`src/rpm_cfg.svh`:
```
`ifndef RPM_CFG_SVH
`define RPM_CFG_SVH
// ****************************************
// register map (byte addresses)
// ****************************************
`define ADDR_POWER_CONTROL   12'h000
`define ADDR_AUX_CONTROL     12'h004
`define ADDR_SERIAL_BUFFER   12'h008
`define ADDR_PORT_LATCH      12'h00C
`define ADDR_STACK_POINTER   12'h010
`define ADDR_IRQ_ENABLE      12'h014
`define ADDR_STATUS          12'h018
// ****************************************
// fields and reset values
// ****************************************
`define BIT_IDLE             0
`define BIT_PDOWN            1
`define BIT_FLAG4            4
`define BIT_AUX_DISABLE      1
`define BIT_EX0              0
`define BIT_EX1              2
`define RST_PORT             32'h000000FF
`define RST_SP               8'h07
`define RST_ZERO             8'h00
// ****************************************
// timing
// ****************************************
`define CLK_PER_MC           4'hB
`define SAMPLE_PHASE         4'h9
`define RESET_MIN_SAMPLES    2'h2
`endif

```
`src/rpm_pkg.sv`:
```
package rpm_pkg;
  typedef enum logic [2:0] {
    RUN   = 3'b001,
    IDLE  = 3'b010,
    PDOWN = 3'b100
  } mode_e;

  typedef struct packed {
    mode_e       mode;
    logic [3:0]  phase;
    logic [1:0]  high_count;
    logic        chip_reset;
    logic [7:0]  power_control;
    logic [7:0]  aux_control;
    logic [7:0]  serial_buffer;
    logic [31:0] port_latch;
    logic [7:0]  stack_pointer;
    logic [7:0]  irq_enable;
    logic [31:0] prdata;
    logic [1:0]  rst_sync;
    logic [1:0]  external_interrupt_0_sync;
    logic [1:0]  external_interrupt_1_sync;
  } state_s;
endpackage : rpm_pkg

```
`src/reset_and_power_mode_control.sv`:
```
`include "rpm_cfg.svh"
module reset_and_power_mode_control (
  input  wire logic        REF_CLK,
  input  wire logic        RST,
  input  wire logic        RESET_PIN,
  input  wire logic        INTERRUPT_PENDING,
  input  wire logic        EXTERNAL_INTERRUPT_0,
  input  wire logic        EXTERNAL_INTERRUPT_1,
  input  wire logic        PSEL,
  input  wire logic        PENABLE,
  input  wire logic        PWRITE,
  input  wire logic [11:0] PADDR,
  input  wire logic [31:0] PWDATA,
  output logic [31:0]      PRDATA,
  output logic             PREADY,
  output logic             PSLVERR,
  output logic             CPU_CLOCK_EN,
  output logic             PERIPH_CLOCK_EN,
  output logic             OSC_EN,
  output logic             CHIP_RESET,
  output logic             AUX_RAM_EN,
  output logic [31:0]      PORT_LATCH,
  output logic [7:0]       STACK_POINTER
);
  rpm_pkg::state_s s;
  rpm_pkg::state_s next_s;
  logic            wr;
  logic            rd;
  logic            wake_pd;
  logic            sample;
  logic            rst_hit;

  function automatic logic hit(input logic [11:0] a, input logic [11:0] b);
    hit = (a == b);
  endfunction : hit

  // ****************************************
  // combinational next state
  // ****************************************
  always_comb begin
    next_s = s;
    wr = PSEL && PENABLE && PWRITE;
    // read data loaded in setup so it stands through the access phase
    rd = PSEL && !PENABLE && !PWRITE;
    // ****************************************
    // pin synchronisers
    // ****************************************
    next_s.rst_sync = {s.rst_sync[0], RESET_PIN};
    next_s.external_interrupt_0_sync = {s.external_interrupt_0_sync[0], EXTERNAL_INTERRUPT_0};
    next_s.external_interrupt_1_sync = {s.external_interrupt_1_sync[0], EXTERNAL_INTERRUPT_1};
    // machine cycle phase counter freezes while oscillator stops
    sample = (s.phase == `SAMPLE_PHASE) && (s.mode != rpm_pkg::PDOWN);
    wake_pd = (s.external_interrupt_0_sync[1] && s.irq_enable[`BIT_EX0]) ||
              (s.external_interrupt_1_sync[1] && s.irq_enable[`BIT_EX1]);
    if (s.mode != rpm_pkg::PDOWN) begin
      next_s.phase = (s.phase == `CLK_PER_MC) ? 4'h0 : s.phase + 4'h1;
    end
    if (sample) begin
      if (s.rst_sync[1]) begin
        if (s.high_count != `RESET_MIN_SAMPLES) begin
          next_s.high_count = s.high_count + 2'h1;
        end
      end else begin
        next_s.high_count = 2'h0;
      end
    end
    // chip reset only after the filter saw enough high samples
    rst_hit = (s.high_count == `RESET_MIN_SAMPLES);
    next_s.chip_reset = rst_hit;
    // pin reset in power-down restarts the machine cycle from its start
    if (s.mode == rpm_pkg::PDOWN && s.rst_sync[1]) begin
      next_s.phase = 4'h0;
    end
    // ****************************************
    // register writes
    // ****************************************
    if (wr) begin
      if (hit(PADDR, `ADDR_POWER_CONTROL)) next_s.power_control = PWDATA[7:0];
      if (hit(PADDR, `ADDR_AUX_CONTROL)) next_s.aux_control = PWDATA[7:0];
      if (hit(PADDR, `ADDR_SERIAL_BUFFER)) next_s.serial_buffer = PWDATA[7:0];
      if (hit(PADDR, `ADDR_PORT_LATCH)) next_s.port_latch = PWDATA;
      if (hit(PADDR, `ADDR_STACK_POINTER)) next_s.stack_pointer = PWDATA[7:0];
      if (hit(PADDR, `ADDR_IRQ_ENABLE)) next_s.irq_enable = PWDATA[7:0];
    end
    // ****************************************
    // power modes
    // ****************************************
    unique case (s.mode)
      rpm_pkg::RUN: begin
        if (next_s.power_control[`BIT_PDOWN]) begin
          next_s.mode = rpm_pkg::PDOWN;
        end else if (next_s.power_control[`BIT_IDLE]) begin
          next_s.mode = rpm_pkg::IDLE;
        end
      end
      rpm_pkg::IDLE: begin
        if (INTERRUPT_PENDING) begin
          next_s.mode = rpm_pkg::RUN;
          next_s.power_control[`BIT_IDLE] = 1'b0;
        end
      end
      rpm_pkg::PDOWN: begin
        if (wake_pd || s.rst_sync[1]) begin
          next_s.mode = rpm_pkg::RUN;
          next_s.power_control[`BIT_PDOWN] = 1'b0;
        end
      end
    endcase
    if (rd) begin
      unique case (PADDR)
        `ADDR_POWER_CONTROL: next_s.prdata = {24'h000000, s.power_control};
        `ADDR_AUX_CONTROL:   next_s.prdata = {24'h000000, s.aux_control};
        `ADDR_SERIAL_BUFFER: next_s.prdata = {24'h000000, s.serial_buffer};
        `ADDR_PORT_LATCH:    next_s.prdata = s.port_latch;
        `ADDR_STACK_POINTER: next_s.prdata = {24'h000000, s.stack_pointer};
        `ADDR_IRQ_ENABLE:    next_s.prdata = {24'h000000, s.irq_enable};
        `ADDR_STATUS:        next_s.prdata = {28'h0000000, s.chip_reset, s.mode};
        default:             next_s.prdata = 32'h00000000;
      endcase
    end
    // ****************************************
    // chip reset values
    // ****************************************
    if (s.chip_reset) begin
      next_s.mode = rpm_pkg::RUN;
      next_s.port_latch = `RST_PORT;
      next_s.stack_pointer = `RST_SP;
      next_s.aux_control = `RST_ZERO;
      next_s.irq_enable = `RST_ZERO;
      next_s.power_control = s.power_control & (8'h01 << `BIT_FLAG4);
    end
  end

  always_ff @(posedge REF_CLK) begin
    if (RST) begin
      s <= '{mode: rpm_pkg::RUN, phase: 4'h0, high_count: 2'h0, chip_reset: 1'b0,
             power_control: `RST_ZERO, aux_control: `RST_ZERO,
             serial_buffer: `RST_ZERO, port_latch: `RST_PORT,
             stack_pointer: `RST_SP, irq_enable: `RST_ZERO,
             prdata: 32'h00000000, rst_sync: 2'h0,
             external_interrupt_0_sync: 2'h0, external_interrupt_1_sync: 2'h0};
    end else begin
      s <= next_s;
    end
  end

  // ****************************************
  // outputs
  // ****************************************
  assign PREADY          = 1'b1;
  assign PSLVERR         = 1'b0;
  assign PRDATA          = s.prdata;
  assign CPU_CLOCK_EN    = (s.mode == rpm_pkg::RUN);
  assign PERIPH_CLOCK_EN = (s.mode != rpm_pkg::PDOWN);
  assign OSC_EN          = (s.mode != rpm_pkg::PDOWN);
  assign CHIP_RESET      = s.chip_reset;
  assign AUX_RAM_EN      = !s.aux_control[`BIT_AUX_DISABLE];
  assign PORT_LATCH      = s.port_latch;
  assign STACK_POINTER   = s.stack_pointer;

  // ****************************************
  // assertions
  // ****************************************
  a_reset_values: assert property (@(posedge REF_CLK) disable iff (RST)
    s.chip_reset |=> (PORT_LATCH == `RST_PORT && STACK_POINTER == `RST_SP))
    else $error("reset values not loaded");
  a_reset_clears_modes: assert property (@(posedge REF_CLK) disable iff (RST)
    s.chip_reset |=> (s.mode == rpm_pkg::RUN && !s.power_control[`BIT_IDLE] &&
                      !s.power_control[`BIT_PDOWN]))
    else $error("reset left a power mode");
  a_keep_flag4: assert property (@(posedge REF_CLK) disable iff (RST)
    s.chip_reset |=> s.power_control[`BIT_FLAG4] == $past(s.power_control[`BIT_FLAG4]))
    else $error("bit 4 cleared by reset");
  a_keep_serial_buffer: assert property (@(posedge REF_CLK) disable iff (RST)
    s.chip_reset |=> $stable(s.serial_buffer))
    else $error("serial buffer changed by reset");
  a_idle_clock: assert property (@(posedge REF_CLK) disable iff (RST)
    s.mode == rpm_pkg::IDLE |-> !CPU_CLOCK_EN && PERIPH_CLOCK_EN)
    else $error("idle clocks wrong");
  a_idle_wake: assert property (@(posedge REF_CLK) disable iff (RST)
    (s.mode == rpm_pkg::IDLE && INTERRUPT_PENDING) |=> CPU_CLOCK_EN)
    else $error("idle not left on interrupt");
  a_pd_osc: assert property (@(posedge REF_CLK) disable iff (RST)
    s.mode == rpm_pkg::PDOWN |-> !OSC_EN && !CPU_CLOCK_EN)
    else $error("oscillator running in power-down");
  a_pd_stay: assert property (@(posedge REF_CLK) disable iff (RST)
    (s.mode == rpm_pkg::PDOWN && !wake_pd && !s.rst_sync[1] && !s.chip_reset)
      |=> s.mode == rpm_pkg::PDOWN)
    else $error("power-down left without cause");
  a_reset_filter: assert property (@(posedge REF_CLK) disable iff (RST)
    $rose(s.chip_reset) |-> $past(s.high_count) == `RESET_MIN_SAMPLES)
    else $error("short reset pulse accepted");
  a_sample_phase: assert property (@(posedge REF_CLK) disable iff (RST)
    s.high_count != $past(s.high_count) |-> $past(s.phase) == `SAMPLE_PHASE)
    else $error("reset sampled off phase");
  a_aux_enable: assert property (@(posedge REF_CLK) disable iff (RST)
    s.chip_reset |=> AUX_RAM_EN)
    else $error("aux ram off after reset");
  a_pd_wake: assert property (@(posedge REF_CLK) disable iff (RST)
    (s.mode == rpm_pkg::PDOWN && wake_pd) |=> s.mode == rpm_pkg::RUN)
    else $error("enabled interrupt did not end power-down");
  a_pin_wake: assert property (@(posedge REF_CLK) disable iff (RST)
    (s.mode == rpm_pkg::PDOWN && s.rst_sync[1])
      |=> (s.mode == rpm_pkg::RUN && !s.power_control[`BIT_PDOWN]))
    else $error("reset pin did not end power-down");
  a_idle_reset: assert property (@(posedge REF_CLK) disable iff (RST)
    (s.mode == rpm_pkg::IDLE && s.chip_reset) |=> CPU_CLOCK_EN)
    else $error("idle not left on reset");
  a_idle_stay: assert property (@(posedge REF_CLK) disable iff (RST)
    (s.mode == rpm_pkg::IDLE && !INTERRUPT_PENDING && !s.chip_reset)
      |=> s.mode == rpm_pkg::IDLE)
    else $error("idle left without cause");
  c_idle: cover property (@(posedge REF_CLK) s.mode == rpm_pkg::IDLE ##1 CPU_CLOCK_EN);
  c_pin_wake: cover property (@(posedge REF_CLK)
    (s.mode == rpm_pkg::PDOWN && s.rst_sync[1]) ##1 s.mode == rpm_pkg::RUN);
  c_pdown: cover property (@(posedge REF_CLK) s.mode == rpm_pkg::PDOWN ##1 OSC_EN);
  c_reset: cover property (@(posedge REF_CLK) $rose(CHIP_RESET));
endmodule : reset_and_power_mode_control

```
`config.mk`:
```
export PLATFORM = sky130hd
export DESIGN_NAME = reset_and_power_mode_control
export DESIGN_NICKNAME = d
export VERILOG_FILES = /design/src/rpm_pkg.sv /design/src/reset_and_power_mode_control.sv
export VERILOG_INCLUDE_DIRS = /design/src
export SDC_FILE = /design/constraint.sdc
export NUM_CORES = 1
export LEC_CHECK = 0
export BUFFER_PORTS_ARGS = -buffer_cell sky130_fd_sc_hd__buf_4
export CORE_MARGIN = 3
export CORE_UTILIZATION = 54
export CTS_CLUSTER_SIZE = 28
export DETAILED_ROUTE_END_ITERATION = 12
export PLACE_DENSITY = 0.8
export SLEW_MARGIN = 20
export SYNTH_ARGS = -nofsm -noshare
export SYNTH_HDL_FRONTEND = slang
export SYNTH_SLANG_ARGS = --single-unit
```
`constraint.sdc`:
```
create_clock -name REF_CLK -period 1.91 [get_ports REF_CLK]
set_input_delay 0.2865 -clock REF_CLK [delete_from_list [all_inputs] [get_ports REF_CLK]]
set_output_delay 0.2865 -clock REF_CLK [all_outputs]
set_load 0.02 [all_outputs]
```
# After elaboration in Yosys (flattened, before gate mapping)
# Cells that the tools add are included.
word_totals:
  inputBits: 53
  out_inout_bits: 79
  ff_bits: 120
  wordCells: 82
classes:
  addsub: 2
  bitwise: 1
  n_mux: 20
  n_reduce_logical: 25
  eq_ne: 18
op_table:
  columns: ["op", "count"]
  rows:
  - ["case mux 32 bit (7 select lines)", 1]
  - ["two-way mux 66 bit", 1]
  - ["equality test 12 x 5 -> 1 bit, second input constant", 3]
  - ["two-way mux 32 bit", 1]
  - ["two-way mux 8 bit", 4]
  - ["equality test 12 x 4 -> 1 bit, second input constant", 2]
  - ["AND reduction 2 bit", 7]
  - ["equality test 12 x 3 -> 1 bit, second input constant", 1]
  - ["logical NOT 12 bit", 1]
  - ["two-way mux 3 bit", 4]
  - ["case mux 3 bit (3 select lines)", 1]
  - ["equality test 4 bit, second input constant", 2]
  - ["logical AND 1 bit", 8]
  - ["two-way mux 2 bit", 3]
  - ["AND reduction 3 bit", 2]
  - ["adder 4 x 1 -> 4 bit, second input constant", 1]
  - ["two-way mux 1 bit", 4]
  - ["two-way mux 4 bit", 1]
  - ["!= test 2 x 1 -> 1 bit, second input constant", 2]
  - ["!= test 2 bit, second input constant", 2]
  - ["OR reduction 2 bit", 2]
  - ["equality test 3 x 1 -> 1 bit, second input constant", 1]
  - ["equality test 3 x 2 -> 1 bit, second input constant", 1]
  - ["equality test 3 bit, second input constant", 1]
  - ["other kinds (7)", 10]

# Depth between registers and ports, before layout
logic_depth:
  depth_word: 6
  depth_mapped: 7
  depth_no_buf: 6

# Worst setup path after synthesis
# Ideal clock, no wire load.
synth_path:
  path_kind: "input port to flip-flop"
  from: "input port PADDR[7]"
  to: "register s[43] in the netlist's numbering"
  path_slack_ps: 438
  path_buffers: 2
  t_required_ps: 1778
  setup_ps: 132
  path_stages: 6
  t_arrival_ps: 1340
  path_cell_list: "nor4_4 -> nand4_1 -> buf_4 -> buf_6 -> o31ai_1 -> a21oi_1"
synth_via:
  elab_chain_len: 2
synth_rtl:
  columns: ["item", "line", "rtl"]
  rows:
  - ["from (decl)", "reset_and_power_mode_control.sv:12", "input wire logic [11:0] PADDR,"]
  - ["equality test 12 x 5 -> 1 bit", "reset_and_power_mode_control.sv:34", "hit = (a == b);"]
  - ["AND reduction 2 bit (no line)", null, null]
  - ["to (signal assigned)", "reset_and_power_mode_control.sv:136", "s <= '{mode: rpm_pkg::RUN, phase: 4'h0, high_count: 2'h0, chip_reset: 1'b0,"]
  - ["to (signal assigned)", "reset_and_power_mode_control.sv:143", "s <= next_s;"]
  - ["to (decl)", "reset_and_power_mode_control.sv:25", "rpm_pkg::state_s s;"]
# Every way passes these cells.
# A chain may end at the register's enable or synchronous reset.

# Worst setup path in the final report
layout_path:
  from: "register s[117] in the netlist's numbering"
  to: "output port CPU_CLOCK_EN"
layout_via:
  elab_chain_len: 1
layout_rtl:
  columns: ["item", "line", "rtl"]
  rows:
  - ["equality test 3 x 1 -> 1 bit", "reset_and_power_mode_control.sv:153", "assign CPU_CLOCK_EN = (s.mode == rpm_pkg::RUN);"]
  - ["to (decl)", "reset_and_power_mode_control.sv:17", "output logic CPU_CLOCK_EN,"]
# Every way passes these cells.

==> results by group <==
Clock network
  • Clock tree from TritonCTS: yes
  • Maximum root-to-sink buffer count: 2
  • TritonCTS sink count: 120
  • Clock slew at the register clock pins of the worst setup and hold paths: 0.06 ns
  • H-tree depth reported by CTS: 4
  • Worst skew pair latency: around 0.52 ns
  • Number of buffers created by CTS: 17
  • Cell chosen for the clock root: sky130_fd_sc_hd__clkbuf_8

Final layout
  • Cell Count, Final, Fillers Out: 852
  • Number of inserted diodes: 0
  • Fraction of layout cells with a size suffix above 1: 0.295
  • Relative area change from synthesis to final layout: 20.1%
  • Number of nets in the layout: 759
  • Layout fillers: 809

Status
  • Result of the run: finished clean

Min path
  • Worst hold start: PWDATA[13]
  • Number of cells on the worst hold path: 3
  • Terminating pin of the worst hold path: PORT_LATCH[13]$_SDFFE_PP0P_
  • Worst Hold Class: in2reg

Floorplanning
  • Placeable core area: 0.0104 mm2
  • Die outline area: between 0.01 and 0.015 mm2
  • Number of rows in the core area: 37
  • Vertical die dimension: about 110 um
  • Initial core utilization: 0.558
  • IO Count: 132
  • Die Wd: approximately 110 um

Timing
  • Worst slew margin: 0.647
  • Total negative setup slack: 0 ns
  • Pins over their slew limit: 0
  • Min setup slack post-route: approximately 0.045 ns
  • Period utilization: 0.976
  • Hold violation total from the final report: 0
  • Final setup fails: 0
  • RSZ-0062 raised after global routing: false
  • Final critical path time including I/O delays and setup: 1.86 ns
  • Skew final: ~0.0065 ns
  • Slew at the pin with the worst max-slew slack: 0.529 ns
  • Fmax: between 500 and 600 MHz

Setup path
  • Maximum fanout along the worst path: 7
  • Worst setup SP type: flip-flop
  • Delay of the slowest cell on the worst path: between 0.4 and 0.5 ns
  • Worst-case register-to-register setup slack: ~0.45 ns
  • Required @ worst endpoint: about 1.6 ns
  • Critical path cell sequence: or3b_4 -> inv_1 -> buf_4
  • Worst reg-to-reg path cell count: 6
  • Critical path class: reg2out
  • Total buffers and inverters traversed by the critical path: 2
  • CP max-delay cell: sky130_fd_sc_hd__or3b_4
  • Origin of the critical flop-to-flop path: s[118]$_SDFFE_PP0P_
  • CP arrival: between 1.5 and 2 ns
  • Nature of the critical path endpoint: output pin
  • Worst reg2reg endpoint: s[113]$_SDFFE_PP0P_
  • Kind of cell adding the most delay to the critical path: simple AND/OR/NAND/NOR gates

Yosys
  • Sequential element share of the synthesized area: 0.413
  • Post-synthesis cell type count: 55
  • Warnings from Yosys: 0
  • Average footprint of a synthesized cell: a little under 9 um2
  • Count of flip-flops with a built-in enable after synthesis: 0
  • Gate Count Post-Synth: 663
  • Register bit count reported by yosys: 120
  • Share of synthesized flip-flops with an asynchronous set or reset: 0
  • Main flop type after synthesis: sky130_fd_sc_hd__dfxtp_1
  • Summed instance area of the synthesized netlist: about 0.0058 mm2
  • Number of nets in the synthesized netlist: ~700

GRT
  • GR Util All Layers: 0.271
  • Number of antenna violations at the first check in global routing: 0
  • Vias in the first global route: around 5.0k
  • Global-route wire length before repair: 25,400 um
  • Overall overflow remaining after global route: 0
  • Maximum number of pins on one net before global-route repair: 67

Place
  • Weighted congestion at the end of routability-driven global placement: approximately 0.86
  • Post-place setup slack: 0.134 ns
  • Detailed Place HPWL: 10,800 um
  • Number of buffers inserted by port buffering: 129
  • Number of cells after detailed placement: between 800 and 900

Route
  • Per-cell routed wire length: between 15 and 20 um
  • Final wirelength: about 17,000 um
  • Number of vias per cell: about 6.3
  • Vias post-DR: approximately 5.4k
  • DR iter-0 viols: 699
  • Number of nets still failing antenna checks after routing: 0
  • Remaining routing DRC violations: 0
  • Number of iterations in the first detailed-routing pass: 5

Pwr
  • Power density cells: between 800 and 900 mW/mm2
  • Leakage power figure: between 2 and 3 nW
  • Peak supply drop: approximately 0.5 mV

Run
  • # Max-Cap Violations: 0
[worst reg2reg max path, cell delays in order, from the launching register on]
cell                       delay [ns]
sky130_fd_sc_hd__dfxtp_1         0.37
sky130_fd_sc_hd__nand2b_1        0.22
sky130_fd_sc_hd__nor2_4          0.17
sky130_fd_sc_hd__inv_4           0.09
sky130_fd_sc_hd__and3_1          0.17
sky130_fd_sc_hd__a211o_1         0.29
sky130_fd_sc_hd__nor2_1          0.10
[sequential cells by signal, summed over array words and instances (netlist names)]
signal / cells
CHIP_RESET: 1
PORT_LATCH: 32
PRDATA: 32
STACK_POINTER: 8
s: 44
next_s: 3
[metal layers]
| metal | vias up | global-route usage | routed length, um |
|---|---|---|---|
| met1 | 2581 | 0.341 | 6590 |
| met4 | 0 | 0.103 | 299 |
| met2 | 326 | 0.448 | 8040 |
| met3 | 33 | 0.0669 | 1590 |
| met5 | - | 0 | 0 |
| li1 | 2421 | - | - |
[metrics by stage]
| step | total power, mW | util | instance area [um2] | hold slack [ns] |
|---|---|---|---|---|
| after floorplan | 2.80 | - | 5810 | 0.414 |
| after global placement | 2.98 | 0.606 | 6310 | 0.422 |
| after detailed placement | 2.98 | 0.606 | 6310 | 0.425 |
| after CTS | 6.27 | 0.668 | 6960 | 0.0147 |
| after global routing | 6.43 | 0.670 | 6980 | 0.0195 |
| final | 6.27 | 0.670 | 6980 | 0.0277 |
[placed cells by master, fill, tap and decap left out, types with 3 or more instances in the layout]
cell / instances
sky130_fd_sc_hd__clkinvlp_4: 3
sky130_fd_sc_hd__o31ai_2: 3
sky130_fd_sc_hd__nand3_1: 60
sky130_fd_sc_hd__nand4_1: 30
sky130_fd_sc_hd__clkinv_2: 5
sky130_fd_sc_hd__o21ai_0: 65
sky130_fd_sc_hd__buf_4: 151
sky130_fd_sc_hd__nor3_1: 4
sky130_fd_sc_hd__and3_1: 5
sky130_fd_sc_hd__nor2b_1: 10
sky130_fd_sc_hd__clkbuf_8: 3
sky130_fd_sc_hd__mux4_2: 6
sky130_fd_sc_hd__bufinv_16: 4
sky130_fd_sc_hd__buf_12: 4
sky130_fd_sc_hd__a21oi_1: 64
sky130_fd_sc_hd__mux2_2: 4
sky130_fd_sc_hd__inv_1: 6
sky130_fd_sc_hd__dfxtp_1: 119
sky130_fd_sc_hd__a32oi_1: 27
sky130_fd_sc_hd__o31ai_1: 15
sky130_fd_sc_hd__ha_1: 3
sky130_fd_sc_hd__nor2_1: 35
sky130_fd_sc_hd__o2bb2ai_1: 4
sky130_fd_sc_hd__mux2i_1: 9
sky130_fd_sc_hd__nand2_1: 10
sky130_fd_sc_hd__a22oi_1: 4
sky130_fd_sc_hd__nand2b_1: 6
sky130_fd_sc_hd__dlygate4sd3_1: 3
sky130_fd_sc_hd__clkbuf_16: 16
[synthesized netlist by cell type, types with 2 or more instances]
master | instances | area (um2)
sky130_fd_sc_hd__nand3_1 | 60 | 300
sky130_fd_sc_hd__a32oi_1 | 27 | 236
sky130_fd_sc_hd__ha_1 | 3 | 37.5
sky130_fd_sc_hd__xnor2_1 | 2 | 17.5
sky130_fd_sc_hd__o21ai_0 | 65 | 325
sky130_fd_sc_hd__inv_1 | 7 | 26.3
sky130_fd_sc_hd__or3_1 | 2 | 12.5
sky130_fd_sc_hd__o31ai_2 | 3 | 37.5
sky130_fd_sc_hd__buf_4 | 76 | 571
sky130_fd_sc_hd__nand2_1 | 10 | 37.5
sky130_fd_sc_hd__conb_1 | 2 | 7.51
sky130_fd_sc_hd__buf_2 | 21 | 105
sky130_fd_sc_hd__o22a_1 | 2 | 17.5
sky130_fd_sc_hd__dfxtp_1 | 120 | 2400
sky130_fd_sc_hd__nor2b_1 | 10 | 62.6
sky130_fd_sc_hd__nand4_1 | 30 | 188
sky130_fd_sc_hd__buf_1 | 2 | 7.51
sky130_fd_sc_hd__o31ai_1 | 15 | 113
sky130_fd_sc_hd__buf_6 | 6 | 67.6
sky130_fd_sc_hd__o2bb2ai_1 | 4 | 35.0
sky130_fd_sc_hd__mux2i_1 | 9 | 90.1
sky130_fd_sc_hd__a21oi_1 | 64 | 320
sky130_fd_sc_hd__a22oi_1 | 4 | 30.0
sky130_fd_sc_hd__and3_1 | 5 | 31.3
sky130_fd_sc_hd__nor2_1 | 37 | 139
sky130_fd_sc_hd__clkbuf_1 | 31 | 116
sky130_fd_sc_hd__nand2b_1 | 6 | 37.5
sky130_fd_sc_hd__mux4_2 | 6 | 135
sky130_fd_sc_hd__nor3_1 | 4 | 20.0
sky130_fd_sc_hd__mux2_2 | 4 | 45.0
sky130_fd_sc_hd__nor3_2 | 2 | 20.0
[where the power goes]
group          switching [mW]  internal, mW  leakage [nW]  total, mW
registers              0.0176          2.52         0.969       2.54
clock network            1.14          2.18         0.299       3.31
logic                   0.246         0.169          1.37      0.415
[kinds of logic after synthesis]
group,after synthesis,share of synthesized area
buffers and inverters,144,0.156
adders and majority gates,3,0.00646
xor gates and xnor gates,3,0.00452
muxes,19,0.0465
DFF,120,0.413
and+or+nand+nor,179,0.167
AOI/OAI and AO/OA,193,0.204
other,2,0.00129
[final cells by class]
class / count / area, um2 / area share
clock buffers: 19 / 442 / 0.0633
repair buffers: 158 / 1240 / 0.178
flip-flops and latches: 120 / 2410 / 0.345
well taps: 136 / 170 / 0.0244
multi-input cells: 399 / 2510 / 0.360
clock inverters: 13 / 176 / 0.0253
inverters: 7 / 28.8 / 0.00412
[repair_timing]
item / CTS / global route
hold buffers: 3 / 0
gates resized for setup: 3 / 4
setup buffers: 0 / 1
hold endpoints to repair: 3 / 0
pin swaps: 0 / 1
setup endpoints to repair: 3 / 2
[worst max-delay path by stage]
stage	from	to	slack, ns	depth (start not counted)
detailed placement	PADDR[7]	s[43]$_SDFFE_PP0P_	0.13	6
finish	s[117]$_SDFFE_PP1P_	CPU_CLOCK_EN	0.05	3
global route	s[117]$_SDFFE_PP1P_	CPU_CLOCK_EN	0.009	3
global placement	PADDR[7]	s[119]$_SDFFE_PP0P_	0.20	6
CTS	s[118]$_SDFFE_PP0P_	PERIPH_CLOCK_EN	0.01	4
floorplan	PADDR[7]	s[43]$_SDFFE_PP0P_	0.44	6
Power figures use the tool's default switching activity.
